[config.mk]
export PLATFORM = sky130hd
export DESIGN_NAME = vasr_top
export DESIGN_NICKNAME = d
export VERILOG_FILES = /design/src/logic/vasr_pkg.sv /design/src/logic/vasr_axis.sv /design/src/logic/vasr_irq.sv /design/src/logic/vasr_top.sv
export SDC_FILE = /design/constraint.sdc
export NUM_CORES = 1
export LEC_CHECK = 0
export ABC_AREA = 0
export BUFFER_PORTS_ARGS = -buffer_cell sky130_fd_sc_hd__buf_2
export CORE_MARGIN = 2
export CORE_UTILIZATION = 52
export CTS_BUF_LIST = sky130_fd_sc_hd__clkbuf_2 sky130_fd_sc_hd__clkbuf_4 sky130_fd_sc_hd__clkbuf_8
export DETAILED_ROUTE_END_ITERATION = 8
export PLACE_DENSITY = 0.81
export SETUP_SLACK_MARGIN = 0.3
export SYNTH_ARGS = -nofsm -noshare
export SYNTH_HDL_FRONTEND = slang
export SYNTH_SLANG_ARGS = --single-unit
[constraint.sdc]
create_clock -name clk -period 4.2 [get_ports clk]
set_clock_uncertainty 0.05 [all_clocks]
set_input_delay 0.42 -clock clk [delete_from_list [all_inputs] [get_ports clk]]
set_output_delay 0.42 -clock clk [all_outputs]
set_load 0.01 [all_outputs]
[src/logic/vasr_pkg.sv]
// Shared constants and types for the virtual-axis stop and recovery block
`default_nettype none
package vasr_pkg;
  localparam int NAXIS = 4;             // Output modules served
  localparam int SPW   = 16;            // Speed word width
  localparam int NEV   = 8;             // Interrupt event count
  localparam int CTW   = 9;             // Control register width

  // Register byte offsets
  localparam logic [7:0] ADR_CTRL   = 8'h00;
  localparam logic [7:0] ADR_STAT   = 8'h04;
  localparam logic [7:0] ADR_ISTAT  = 8'h08;
  localparam logic [7:0] ADR_IMASK  = 8'h0C;
  localparam logic [7:0] ADR_SERR   = 8'h10;
  localparam logic [7:0] ADR_SMOOTH = 8'h20;

  // Control bits
  localparam int CTRL_PERMIT   = 0;
  localparam int CTRL_SERVO_ON = 1;
  localparam int CTRL_CPU_RUN  = 2;
  localparam int CTRL_STOP     = 3;
  localparam int CTRL_RAPID    = 4;
  localparam int CTRL_START    = 5;
  localparam int CTRL_R2V      = 6;
  localparam int CTRL_REALIGN  = 7;
  localparam int CTRL_V2R      = 8;
  localparam int STAT_SYNC     = 2;     // Sync mismatch bit, write one to clear

  localparam logic [CTW-1:0] CTRL_RST   = 9'h000;
  localparam logic [SPW-1:0] SMOOTH_RST = 16'h0001;
  localparam logic [15:0]    MINOR_RUN  = 16'h00C8;  // Minor error 200

  typedef enum logic [1:0] {VASR_REAL, VASR_VIRT, VASR_RET} vasr_mode_type;
  typedef enum logic [1:0] {VASR_NONE, VASR_DECEL, VASR_RAPID, VASR_IMMED} vasr_act_type;

  typedef struct packed {
    logic        cyc;
    logic        stb;
    logic        we;
    logic [7:0]  adr;
    logic [3:0]  sel;
    logic [31:0] dat;
  } vasr_wb_req_type;

  typedef struct packed {
    logic forced;
    logic wdt;
    logic sys_reset;
    logic power_loss;
    logic other_err;
    logic enc_err;
  } vasr_cause_type;

  typedef struct packed {
    logic follow;
    logic stop_imm;
    logic hold_off;
    logic servo_en;
  } vasr_axis_cmd_type;

  typedef struct packed {
    logic [SPW-1:0] speed;
    logic           son;
  } vasr_axis_state_type;

  typedef struct packed {
    logic [NEV-1:0] stat;
    logic [NEV-1:0] mask;
    logic           irq;
  } vasr_irq_state_type;

  typedef struct packed {
    vasr_mode_type             mode;
    vasr_act_type              act;
    logic                      virt;
    logic [CTW-1:0]            ctrl;
    logic                      run;
    logic                      enc_run;
    logic                      sync_mm;
    logic                      realign_need;
    logic                      wdt_flag;
    logic                      minor_err;
    logic                      other_err;
    logic [NAXIS-1:0]          serr;
    logic [7:0]                serr_code;
    logic [NAXIS-1:0][SPW-1:0] smooth;
    logic                      ack;
    logic [31:0]               rdata;
  } vasr_top_state_type;
endpackage
`default_nettype wire

[src/logic/vasr_axis.sv]
// One output module: follows the virtual axis, ramps down or cuts off on stop
`default_nettype none
module vasr_axis (
  input  wire logic                       clk,
  input  wire logic                       rst,
  input  wire vasr_pkg::vasr_axis_cmd_type cmd,
  input  wire logic [vasr_pkg::SPW-1:0]   vin,
  input  wire logic [vasr_pkg::SPW-1:0]   step,
  output logic [vasr_pkg::SPW-1:0]        speed,
  output logic                            servo_on,
  output logic                            at_rest
);
  vasr_pkg::vasr_axis_state_type s;     // Registered state
  vasr_pkg::vasr_axis_state_type n;     // Next state

  // Stop priority: immediate cut, then follow, else smoothing ramp
  always_comb begin
    n = s;
    if (cmd.stop_imm) begin
      n.speed = '0;
      n.son   = 1'b0;
    end else if (cmd.follow) begin
      n.speed = vin;
      // A servo-off command keeps the amplifier on until the ramp has ended
      n.son   = cmd.hold_off ? s.son : cmd.servo_en;
    end else begin
      // Clamp at zero so a large step cannot wrap the speed
      n.speed = (s.speed > step) ? s.speed - step : '0;
      // Servo drops in the cycle the ramp reaches rest, never earlier
      n.son   = cmd.hold_off ? (s.son & (s.speed > step)) : cmd.servo_en;
    end
  end

  // State register
  always_ff @(posedge clk) begin
    if (rst) begin
      s <= '0;
    end else begin
      s <= n;
    end
  end

  assign speed    = s.speed;
  assign servo_on = s.son;
  assign at_rest  = (s.speed == '0);

  a_decel_ramp: assert property (@(posedge clk) disable iff (rst)
    (!cmd.stop_imm && !cmd.follow && speed > step) |=> speed == $past(speed) - $past(step))
    else $error("ramp step not applied");
  a_imm_cut: assert property (@(posedge clk) disable iff (rst)
    cmd.stop_imm |=> (speed == '0) && !servo_on)
    else $error("immediate stop did not cut axis");
  a_hold_ramp: assert property (@(posedge clk) disable iff (rst)
    (cmd.hold_off && !cmd.stop_imm && speed > step) |=> servo_on == $past(servo_on))
    else $error("servo dropped before ramp end");
endmodule
`default_nettype wire

[src/logic/vasr_irq.sv]
// Sticky event status, mask and one level interrupt
`default_nettype none
module vasr_irq (
  input  wire logic                      clk,
  input  wire logic                      rst,
  input  wire logic [vasr_pkg::NEV-1:0]  ev,
  input  wire logic                      wr_stat,
  input  wire logic                      wr_mask,
  input  wire logic [vasr_pkg::NEV-1:0]  wdata,
  output logic [vasr_pkg::NEV-1:0]       stat,
  output logic [vasr_pkg::NEV-1:0]       mask,
  output logic                           irq
);
  vasr_pkg::vasr_irq_state_type s;      // Registered state
  vasr_pkg::vasr_irq_state_type n;      // Next state

  // Clear first, then set, so an event in the clear cycle survives
  always_comb begin
    n = s;
    if (wr_stat) begin
      n.stat = s.stat & ~wdata;
    end
    n.stat = n.stat | ev;
    if (wr_mask) begin
      n.mask = wdata;
    end
    n.irq = |(n.stat & n.mask);
  end

  // State register
  always_ff @(posedge clk) begin
    if (rst) begin
      s <= '0;
    end else begin
      s <= n;
    end
  end

  assign stat = s.stat;
  assign mask = s.mask;
  assign irq  = s.irq;
endmodule
`default_nettype wire

[src/logic/vasr_top.sv]
// Stop-cause handling and restart control for virtual-axis synchronous motion
// What this block does
// Deceleration stop ramps outputs by smoothing constant
// Stopped axis resumes on stop off plus start
// Servo-off stop holds outputs off after ramp
// Encoder inputs resume only after real-virtual cycle
// Run permit loss records minor error 200
// CPU stop records minor error 200
// Forced stop: immediate servo-off, continuation forbidden
// Servo error stops only that axis immediately
// Servo error reset in real mode first
// Watchdog, reset, power loss: immediate servo-off
// Immediate stop blocks operation until re-aligned
// Other errors decelerate, resume once cleared
// Encoder error decelerates, needs real-mode re-align
// Out-of-sync stop sets mismatch warning flag
// Encoder axes take immediate input stop
// Most severe stop action wins
//
// Local design decisions: the Wishbone slave port and the address map.
`default_nettype none
module vasr_top (
  input  wire logic                                      clk,
  input  wire logic                                      rst,
  input  wire vasr_pkg::vasr_wb_req_type                 wb_req,
  output logic [31:0]                                    wb_dat_r,
  output logic                                           wb_ack,
  input  wire vasr_pkg::vasr_cause_type                  cause,
  input  wire logic [vasr_pkg::NAXIS-1:0]                servo_err,
  input  wire logic [7:0]                                servo_err_code,
  input  wire logic [vasr_pkg::SPW-1:0]                  virt_speed,
  output logic [vasr_pkg::NAXIS-1:0][vasr_pkg::SPW-1:0]  axis_speed,
  output logic [vasr_pkg::NAXIS-1:0]                     servo_on,
  output logic                                           enc_input_run,
  output logic                                           virt_mode,
  output logic                                           irq
);
  vasr_pkg::vasr_top_state_type s;                    // Registered state
  vasr_pkg::vasr_top_state_type n;                    // Next state
  vasr_pkg::vasr_axis_cmd_type [vasr_pkg::NAXIS-1:0] acmd;  // Per-axis commands
  logic [vasr_pkg::NAXIS-1:0] rest;                   // Axis at zero speed
  logic [vasr_pkg::NEV-1:0]   ev;                     // Interrupt events
  logic [vasr_pkg::NEV-1:0]   istat;                  // Sticky status
  logic [vasr_pkg::NEV-1:0]   imask;                  // Interrupt mask
  logic [31:0]                bm;                     // Byte-lane mask
  logic [31:0]                wd;                     // Lane-masked write data
  logic                       acc;                    // Bus access this cycle
  logic                       wr;                     // Bus write this cycle
  logic                       imm_all;                // All-axes immediate cause
  logic                       in_virt;                // Virtual or returning
  logic                       permit_lost;            // Run permit dropped
  logic                       cpu_lost;               // Controller CPU stopped
  logic                       srv_off;                // All-axes servo-off command
  logic                       any_serr;               // Some output in servo error
  logic                       stop_run;               // Cause that halts the axis
  logic                       wr_istat;               // Write to event status
  logic                       wr_imask;               // Write to event mask

  assign imm_all     = cause.forced | cause.wdt | cause.sys_reset | cause.power_loss;
  assign in_virt     = (s.mode != vasr_pkg::VASR_REAL);
  assign permit_lost = (s.mode == vasr_pkg::VASR_VIRT) & ~s.ctrl[vasr_pkg::CTRL_PERMIT];
  assign cpu_lost    = (s.mode == vasr_pkg::VASR_VIRT) & ~s.ctrl[vasr_pkg::CTRL_CPU_RUN];
  assign srv_off     = in_virt & ~s.ctrl[vasr_pkg::CTRL_SERVO_ON];
  assign any_serr    = |servo_err;
  assign acc         = wb_req.cyc & wb_req.stb & ~s.ack;
  assign wr          = acc & wb_req.we;
  assign wr_istat    = wr & (wb_req.adr == vasr_pkg::ADR_ISTAT);
  assign wr_imask    = wr & (wb_req.adr == vasr_pkg::ADR_IMASK);
  assign stop_run    = imm_all | permit_lost | cpu_lost | srv_off | cause.other_err | cause.enc_err
                     | s.ctrl[vasr_pkg::CTRL_STOP] | s.ctrl[vasr_pkg::CTRL_RAPID];

  // Byte lanes: unselected lanes neither write nor clear, except that an event mask write loads zeros into them
  always_comb begin
    for (int i = 0; i < 4; i++) begin
      bm[i*8 +: 8] = {8{wb_req.sel[i]}};
    end
    wd = wb_req.dat & bm;
  end

  // Per-axis commands; a faulted axis is cut alone, the rest keep following
  always_comb begin
    for (int i = 0; i < vasr_pkg::NAXIS; i++) begin
      acmd[i].follow   = s.run & in_virt;
      acmd[i].stop_imm = imm_all | s.serr[i] | servo_err[i];
      acmd[i].hold_off = ~s.ctrl[vasr_pkg::CTRL_SERVO_ON];
      acmd[i].servo_en = s.ctrl[vasr_pkg::CTRL_SERVO_ON] & ~s.serr[i] & ~servo_err[i] & ~imm_all;
    end
  end

  // Control, mode sequencing and register access
  always_comb begin
    n = s;
    // Pulse bits clear themselves
    n.ctrl[vasr_pkg::CTRL_START]   = 1'b0;
    n.ctrl[vasr_pkg::CTRL_R2V]     = 1'b0;
    n.ctrl[vasr_pkg::CTRL_REALIGN] = 1'b0;
    n.ctrl[vasr_pkg::CTRL_V2R]     = 1'b0;
    n.ack       = acc;
    n.rdata     = 32'h0000_0000;
    n.other_err = cause.other_err;

    // Writes; set terms below are applied after, so they win
    if (wr) begin
      if (wb_req.adr == vasr_pkg::ADR_CTRL) begin
        n.ctrl = (s.ctrl & ~bm[vasr_pkg::CTW-1:0]) | wd[vasr_pkg::CTW-1:0];
      end
      if (wb_req.adr == vasr_pkg::ADR_STAT && wd[vasr_pkg::STAT_SYNC]) begin
        n.sync_mm = 1'b0;
      end
      // Servo errors are reset only in real mode
      if (wb_req.adr == vasr_pkg::ADR_SERR && s.mode == vasr_pkg::VASR_REAL) begin
        n.serr = s.serr & ~wd[vasr_pkg::NAXIS-1:0];
      end
      for (int i = 0; i < vasr_pkg::NAXIS; i++) begin
        if (wb_req.adr == vasr_pkg::ADR_SMOOTH + 8'(4 * i)) begin
          n.smooth[i] = (s.smooth[i] & ~bm[vasr_pkg::SPW-1:0]) | wd[vasr_pkg::SPW-1:0];
        end
      end
    end

    // Most severe active cause sets the action
    if (imm_all) begin
      n.act = vasr_pkg::VASR_IMMED;
    end else if (s.ctrl[vasr_pkg::CTRL_RAPID] | any_serr) begin
      n.act = vasr_pkg::VASR_RAPID;
    end else if (stop_run) begin
      n.act = vasr_pkg::VASR_DECEL;
    end else begin
      n.act = vasr_pkg::VASR_NONE;
    end

    // Axis run flag: any halting cause stops it, start resumes it
    if (stop_run) begin
      n.run = 1'b0;
    end else if (s.ctrl[vasr_pkg::CTRL_START] && s.mode == vasr_pkg::VASR_VIRT && !any_serr
                 && s.serr == '0 && !s.sync_mm && !s.realign_need) begin
      n.run = 1'b1;
    end

    // Latched error flags
    if (permit_lost) begin
      n.minor_err = 1'b1;
    end
    if (cpu_lost) begin
      n.minor_err = 1'b1;
    end
    if (cause.wdt) begin
      n.wdt_flag = 1'b1;
    end
    if (any_serr) begin
      n.serr      = n.serr | servo_err;
      n.serr_code = servo_err_code;
    end
    if ((imm_all | any_serr) & in_virt) begin
      n.sync_mm = 1'b1;
    end
    // Immediate stops and encoder faults force a real-mode re-align
    if (imm_all | any_serr | cause.enc_err) begin
      n.realign_need = 1'b1;
    end else if (s.mode == vasr_pkg::VASR_REAL && s.ctrl[vasr_pkg::CTRL_REALIGN]) begin
      n.realign_need = 1'b0;
    end
    // Encoder inputs stop at once on every stop cause except other errors and the stop and rapid-stop control bits
    if (imm_all | any_serr | permit_lost | cpu_lost | srv_off | cause.enc_err) begin
      n.enc_run = 1'b0;
    end

    // Mode sequencing
    case (s.mode)
      vasr_pkg::VASR_REAL: begin
        // A fault in the request cycle itself keeps the switch refused,
        // since the re-align flag it sets is not yet registered
        if (s.ctrl[vasr_pkg::CTRL_R2V] && s.ctrl[vasr_pkg::CTRL_PERMIT] && s.ctrl[vasr_pkg::CTRL_CPU_RUN]
            && !s.realign_need && !s.sync_mm && s.serr == '0 && !imm_all && !any_serr
            && !cause.enc_err) begin
          n.mode      = vasr_pkg::VASR_VIRT;
          n.enc_run   = 1'b1;
          n.minor_err = 1'b0;
        end
      end
      vasr_pkg::VASR_VIRT: begin
        if (imm_all | any_serr | permit_lost | cpu_lost | cause.enc_err | s.ctrl[vasr_pkg::CTRL_V2R]) begin
          n.mode = vasr_pkg::VASR_RET;
        end
      end
      vasr_pkg::VASR_RET: begin
        // Healthy axes keep following until the virtual axis is at rest
        if (virt_speed == '0) begin
          n.run = 1'b0;
        end
        if (!s.run && (&rest)) begin
          n.mode = vasr_pkg::VASR_REAL;
        end
      end
      default: begin
        n.mode = vasr_pkg::VASR_REAL;
      end
    endcase
    n.virt = (n.mode == vasr_pkg::VASR_VIRT);

    // Read data
    if (acc && !wb_req.we) begin
      case (wb_req.adr)
        vasr_pkg::ADR_CTRL:  n.rdata = 32'(s.ctrl);
        vasr_pkg::ADR_STAT:  n.rdata = {(s.minor_err ? vasr_pkg::MINOR_RUN : 16'h0000), 6'h00, s.act,
                                        s.other_err, s.enc_run, ~(s.realign_need | s.sync_mm),
                                        s.minor_err, s.wdt_flag, s.sync_mm, s.run, s.virt};
        vasr_pkg::ADR_ISTAT: n.rdata = 32'(istat);
        vasr_pkg::ADR_IMASK: n.rdata = 32'(imask);
        vasr_pkg::ADR_SERR:  n.rdata = {16'h0000, s.serr_code, 8'(s.serr)};
        default: begin
          for (int i = 0; i < vasr_pkg::NAXIS; i++) begin
            if (wb_req.adr == vasr_pkg::ADR_SMOOTH + 8'(4 * i)) begin
              n.rdata = 32'(s.smooth[i]);
            end
          end
        end
      endcase
    end
  end

  // Events for the interrupt status, each a single-cycle pulse
  always_comb begin
    ev[0] = s.run & stop_run;
    ev[1] = in_virt & imm_all & ~s.sync_mm;
    ev[2] = n.minor_err & ~s.minor_err;
    ev[3] = |(n.serr & ~s.serr);
    ev[4] = n.sync_mm & ~s.sync_mm;
    ev[5] = cause.enc_err & s.enc_run;
    ev[6] = cause.other_err & ~s.other_err;
    ev[7] = (n.mode != s.mode);
  end

  // State register
  always_ff @(posedge clk) begin
    if (rst) begin
      s        <= '0;
      s.ctrl   <= vasr_pkg::CTRL_RST;
      s.smooth <= {vasr_pkg::NAXIS{vasr_pkg::SMOOTH_RST}};
    end else begin
      s <= n;
    end
  end

  // One ramp per output module
  for (genvar g = 0; g < vasr_pkg::NAXIS; g++) begin : g_axis
    vasr_axis u_axis (
      .clk      (clk),
      .rst      (rst),
      .cmd      (acmd[g]),
      .vin      (virt_speed),
      .step     (s.smooth[g]),
      .speed    (axis_speed[g]),
      .servo_on (servo_on[g]),
      .at_rest  (rest[g])
    );
  end

  vasr_irq u_irq (
    .clk     (clk),
    .rst     (rst),
    .ev      (ev),
    .wr_stat (wr_istat),
    .wr_mask (wr_imask),
    .wdata   (wd[vasr_pkg::NEV-1:0]),
    .stat    (istat),
    .mask    (imask),
    .irq     (irq)
  );

  assign wb_ack        = s.ack;
  assign wb_dat_r      = s.rdata;
  assign enc_input_run = s.enc_run;
  assign virt_mode     = s.virt;

  a_imm_servo_off: assert property (@(posedge clk) disable iff (rst)
    imm_all |=> servo_on == '0 && axis_speed == '0)
    else $error("immediate cause left a servo on");
  a_forced_sync: assert property (@(posedge clk) disable iff (rst)
    (cause.forced && s.mode == vasr_pkg::VASR_VIRT) |=> s.sync_mm && s.realign_need)
    else $error("forced stop did not flag mismatch");
  a_permit_err: assert property (@(posedge clk) disable iff (rst)
    permit_lost |=> s.minor_err ##1 !s.virt)
    else $error("permit loss not recorded");
  a_cpu_err: assert property (@(posedge clk) disable iff (rst)
    cpu_lost |=> s.minor_err && s.mode == vasr_pkg::VASR_RET)
    else $error("cpu stop not recorded");
  a_realign_block: assert property (@(posedge clk) disable iff (rst)
    (s.realign_need && s.mode == vasr_pkg::VASR_REAL) |=> !s.virt)
    else $error("virtual entered without re-align");
  a_enc_resume: assert property (@(posedge clk) disable iff (rst)
    $rose(s.enc_run) |-> $past(s.mode) == vasr_pkg::VASR_REAL)
    else $error("encoder resumed outside mode switch");
  a_enc_stop: assert property (@(posedge clk) disable iff (rst)
    (srv_off || cause.enc_err) |=> !enc_input_run)
    else $error("encoder input not stopped");
  a_severity: assert property (@(posedge clk) disable iff (rst)
    (imm_all && s.ctrl[vasr_pkg::CTRL_RAPID]) |=> s.act == vasr_pkg::VASR_IMMED)
    else $error("immediate stop lost priority");
  a_sync_set_wins: assert property (@(posedge clk) disable iff (rst)
    (any_serr && in_virt) |=> s.sync_mm)
    else $error("mismatch flag not set");
  a_wdt_flag: assert property (@(posedge clk) disable iff (rst)
    cause.wdt |=> s.wdt_flag)
    else $error("watchdog flag not set");
  a_enc_refuse: assert property (@(posedge clk) disable iff (rst)
    (cause.enc_err && s.mode == vasr_pkg::VASR_REAL) |=> !s.virt)
    else $error("virtual entered during encoder fault");
endmodule
`default_nettype wire
==> impl_metrics.py <==
metrics = {
    "setup_path": {
        "crit_arrival_ps": 3640,
        "path_buf_inv": 1,
        "path_max_fanout": 15,
        "endpoint_kind": "flop",
        "max_stage_delay_ps": 540,
        "crit_chain": "ha_1 > inv_1 > fa_1 > a21oi_1 > o21bai_1 > or4b_1 > and2_1 > a221oi_1 > nor3_2 > nand2_1 > a21oi_1",
        "r2r_slack_ps": 860,
        "crit_top_cell": "a21oi_1",
        "cpMaxStageDelayCell": "or4b_1",
        "critPathRequiredTime_ps": 4500,
        "crit_type": "flop to flop",
        "critPathTopFamily": "simple AND/OR/NAND/NOR gates",
        "start_kind": "flop",
    },
    "worst_hold_path": {
        "hold_path_class": "primary input to flop",
    },
    "grt": {
        "grt_pass1_vias": 10050,
        "gr-total-overflow": 0,
        "use_met1_pct": 43.9,
        "grt_usage_pct": 33.1,
        "top_usage_layer": "met2",
        "antenna_found_initial": 1,
        "grt_pass1_wl_um": 56600,
        "grtUsageMet3_pct": 6.01,
        "grtUsageMet2_pct": 51.5,
        "grt_max_degree": 79,
    },
    "floorplan": {
        "initial_core_util_pct": 52.7,
        "die_x_um": 149,
        "fp-row-count": 53,
        "io_pins": 187,
        "design.core.area_um2": 20900,
        "dieHeight_um": 149,
        "dieArea_um2": 22300,
    },
    "timing": {
        "setup_viol": 0,
        "finalHoldViolCount": 0,
        "max_slew.worst_pin.slew_ps": 987,
        "fmax_ghz": 0.299,
        "grt_setup_unrepaired": "false",
        "maxSlewHeadroom_pct": 33.9,
        "period_minus_slack_ps": 3340,
        "fin_setup_tns_ps": 0,
        "fin_ws_ps": 855,
        "holdWs_ps": 95.0,
        "min_period_over_period_pct": 79.6,
        "slew_violations": 0,
    },
    "layout": {
        "drive_gt1_share_pct": 14.6,
        "syn2layout_area_growth_pct": 11.5,
        "design_area_um2": 12300,
        "mostFrequentLayoutCell": "nand2_1",
        "mostFrequentLayoutCells": "nand2_1, a21oi_1, dfxtp_1",
        "nets": 1677,
    },
    "clocking": {
        "cts_sinks": 200,
        "cts_tree": "built",
        "clock_latency_ps": 510,
        "hold_buffers": 0,
        "root_buffer": "clkbuf_8",
        "numCtsBuffers": 17,
        "clk_pin_slew_ps": 110,
        "cts_resized": 0,
        "post_cts_buffers": 0,
        "ctsHtreeMaxLevel": 4,
        "clock_path_buffers": 2,
    },
    "detailed_routing": {
        "post_drt_wl_per_cell_um": 20.6,
        "first_pass_iters": 7,
        "drt-initial-drc-count": 1490,
        "drc": 0,
        "wl_um": 37400,
        "vias": 11217,
        "viasPerCell": 6.18,
        "final_antenna_net_count": 0,
    },
    "placement": {
        "routabilityCongestion": 0.980,
        "pre_cts_ws_ps": 959,
        "io_buffers": 155,
        "dpl_cell_area_um2": 11800,
        "dp_hpwl_um": 28200,
    },
    "power_and_ir_drop": {
        "power.leakage_nw": 4.80,
        "p_per_area_nw_per_um2": 275,
        "total_power_w": 0.00337,
        "ir_drop_mv": 0.204,
    },
    "logic_synthesis": {
        "synthDistinctLibCells": 62,
        "ys_seq_area_share_pct": 36.4,
        "async_flop_share_pct": 0,
        "syn_area_per_cell_um2": 7.77,
        "synth_ff_type": "dfxtp_1",
        "yosysWarnings": 0,
        "ys_ff_latch": 200,
        "synth_area_um2": 11000,
        "syn_inst": 1416,
        "synth_edf_count": 0,
    },
    "run_status": {
        "outcome": "finished, final reports clean",
    },
    "flow_run": {
        "cap_violations": 0,
    },
}
[cells in the mapped netlist, types with 4 or more instances]
| library cell | count | area share (%) |
|---|---|---|
| a211o_1 | 8 | 0.64 |
| a211oi_1 | 4 | 0.27 |
| a21o_1 | 11 | 0.75 |
| a21oi_1 | 205 | 9.3 |
| a221oi_1 | 9 | 0.72 |
| a222oi_1 | 10 | 0.91 |
| a22o_1 | 8 | 0.64 |
| a22oi_1 | 22 | 1.5 |
| a31o_2 | 4 | 0.32 |
| a31oi_1 | 20 | 1.1 |
| a41oi_1 | 5 | 0.40 |
| and2_1 | 7 | 0.40 |
| and3_1 | 13 | 0.74 |
| buf_2 | 5 | 0.23 |
| buf_4 | 37 | 2.5 |
| clkbuf_1 | 48 | 1.6 |
| dfxtp_1 | 200 | 36 |
| fa_1 | 4 | 0.73 |
| ha_1 | 64 | 7.3 |
| inv_1 | 85 | 2.9 |
| nand2_1 | 213 | 7.3 |
| nand2b_1 | 16 | 0.91 |
| nand3_1 | 89 | 4.1 |
| nand3b_1 | 5 | 0.34 |
| nand4_1 | 15 | 0.85 |
| nor2_1 | 79 | 2.7 |
| nor2b_1 | 18 | 1.0 |
| nor3_1 | 20 | 0.91 |
| nor4_1 | 26 | 1.5 |
| o211ai_1 | 6 | 0.41 |
| o21a_1 | 12 | 0.82 |
| o21ai_0 | 42 | 1.9 |
| o21bai_1 | 6 | 0.41 |
| o22ai_1 | 5 | 0.28 |
| o31ai_1 | 6 | 0.41 |
| or2_2 | 4 | 0.23 |
| or3_1 | 10 | 0.57 |
| or4_1 | 5 | 0.34 |
| xnor2_1 | 29 | 2.3 |
| xor2_1 | 14 | 1.1 |
[worst register-to-register path: stages, from the launching register on]
cell and delay [ps]:
dfxtp_1 470, ha_1 230, inv_1 60, fa_1 400
a21oi_1 190, o21bai_1 120, or4b_1 540, and2_1 220
a221oi_1 470, nor3_2 260, nand2_1 130, a21oi_1 70
[routing by layer]
layer / wire length (um) / vias up
li1: - / 5220
met1: 14600 / 5242
met2: 16900 / 636
met3: 3870 / 119
met4: 2020 / 0
met5: 0 / -
[layout make-up]
type,instances,area [um2]
antenna,1,2.50
multi-input combinational,1050,6250
clock inverter,14,193
clock buffer,18,248
inverter,85,319
sequential,200,4000
timing repair buffer,172,906
tap,275,344
fill,1952,8620
[report_power, final]
group	internal (W)	leakage (nW)	switching, W
Combinational	0.0000420	2.96	0.0000920
Clock	0.000482	0.216	0.000840
Sequential	0.00191	1.62	0.0000101
Total	0.00243	4.80	0.000942
[cells by family (layout without fill, tap and decap cells)]
logic type	after synthesis	in the layout	synth area share [%]
AOI/OAI and AO/OA	396	396	21.9
xor gates and xnor gates	43	43	3.42
adders and majority gates	68	68	8.01
buffers and inverters	178	289	7.39
DFF	200	200	36.4
muxes	1	1	0.0910
other	1	14	0.0341
and+or+nand+nor	529	529	22.7
[worst paths after layout]
kind / start / end / cells past startpoint
setup / recovery: flop / g_axis[2].u_axis.speed[13] / 11
hold / removal: cause[4] / s[111] / 3
setup reg to reg: flop / g_axis[2].u_axis.speed[13] / 11
hold reg to reg: s[98] / s[98] / 2
[through the flow]
| step | std cells | utilization [%] |
|---|---|---|
| floorplan | 1428 | - |
| global placement | 1782 | 56.6 |
| detailed placement | 1782 | 56.6 |
| CTS | 1814 | 58.7 |
| global route | 1814 | 58.7 |
| finish | 1815 | 58.7 |
(Power assumes the default switching activity.)
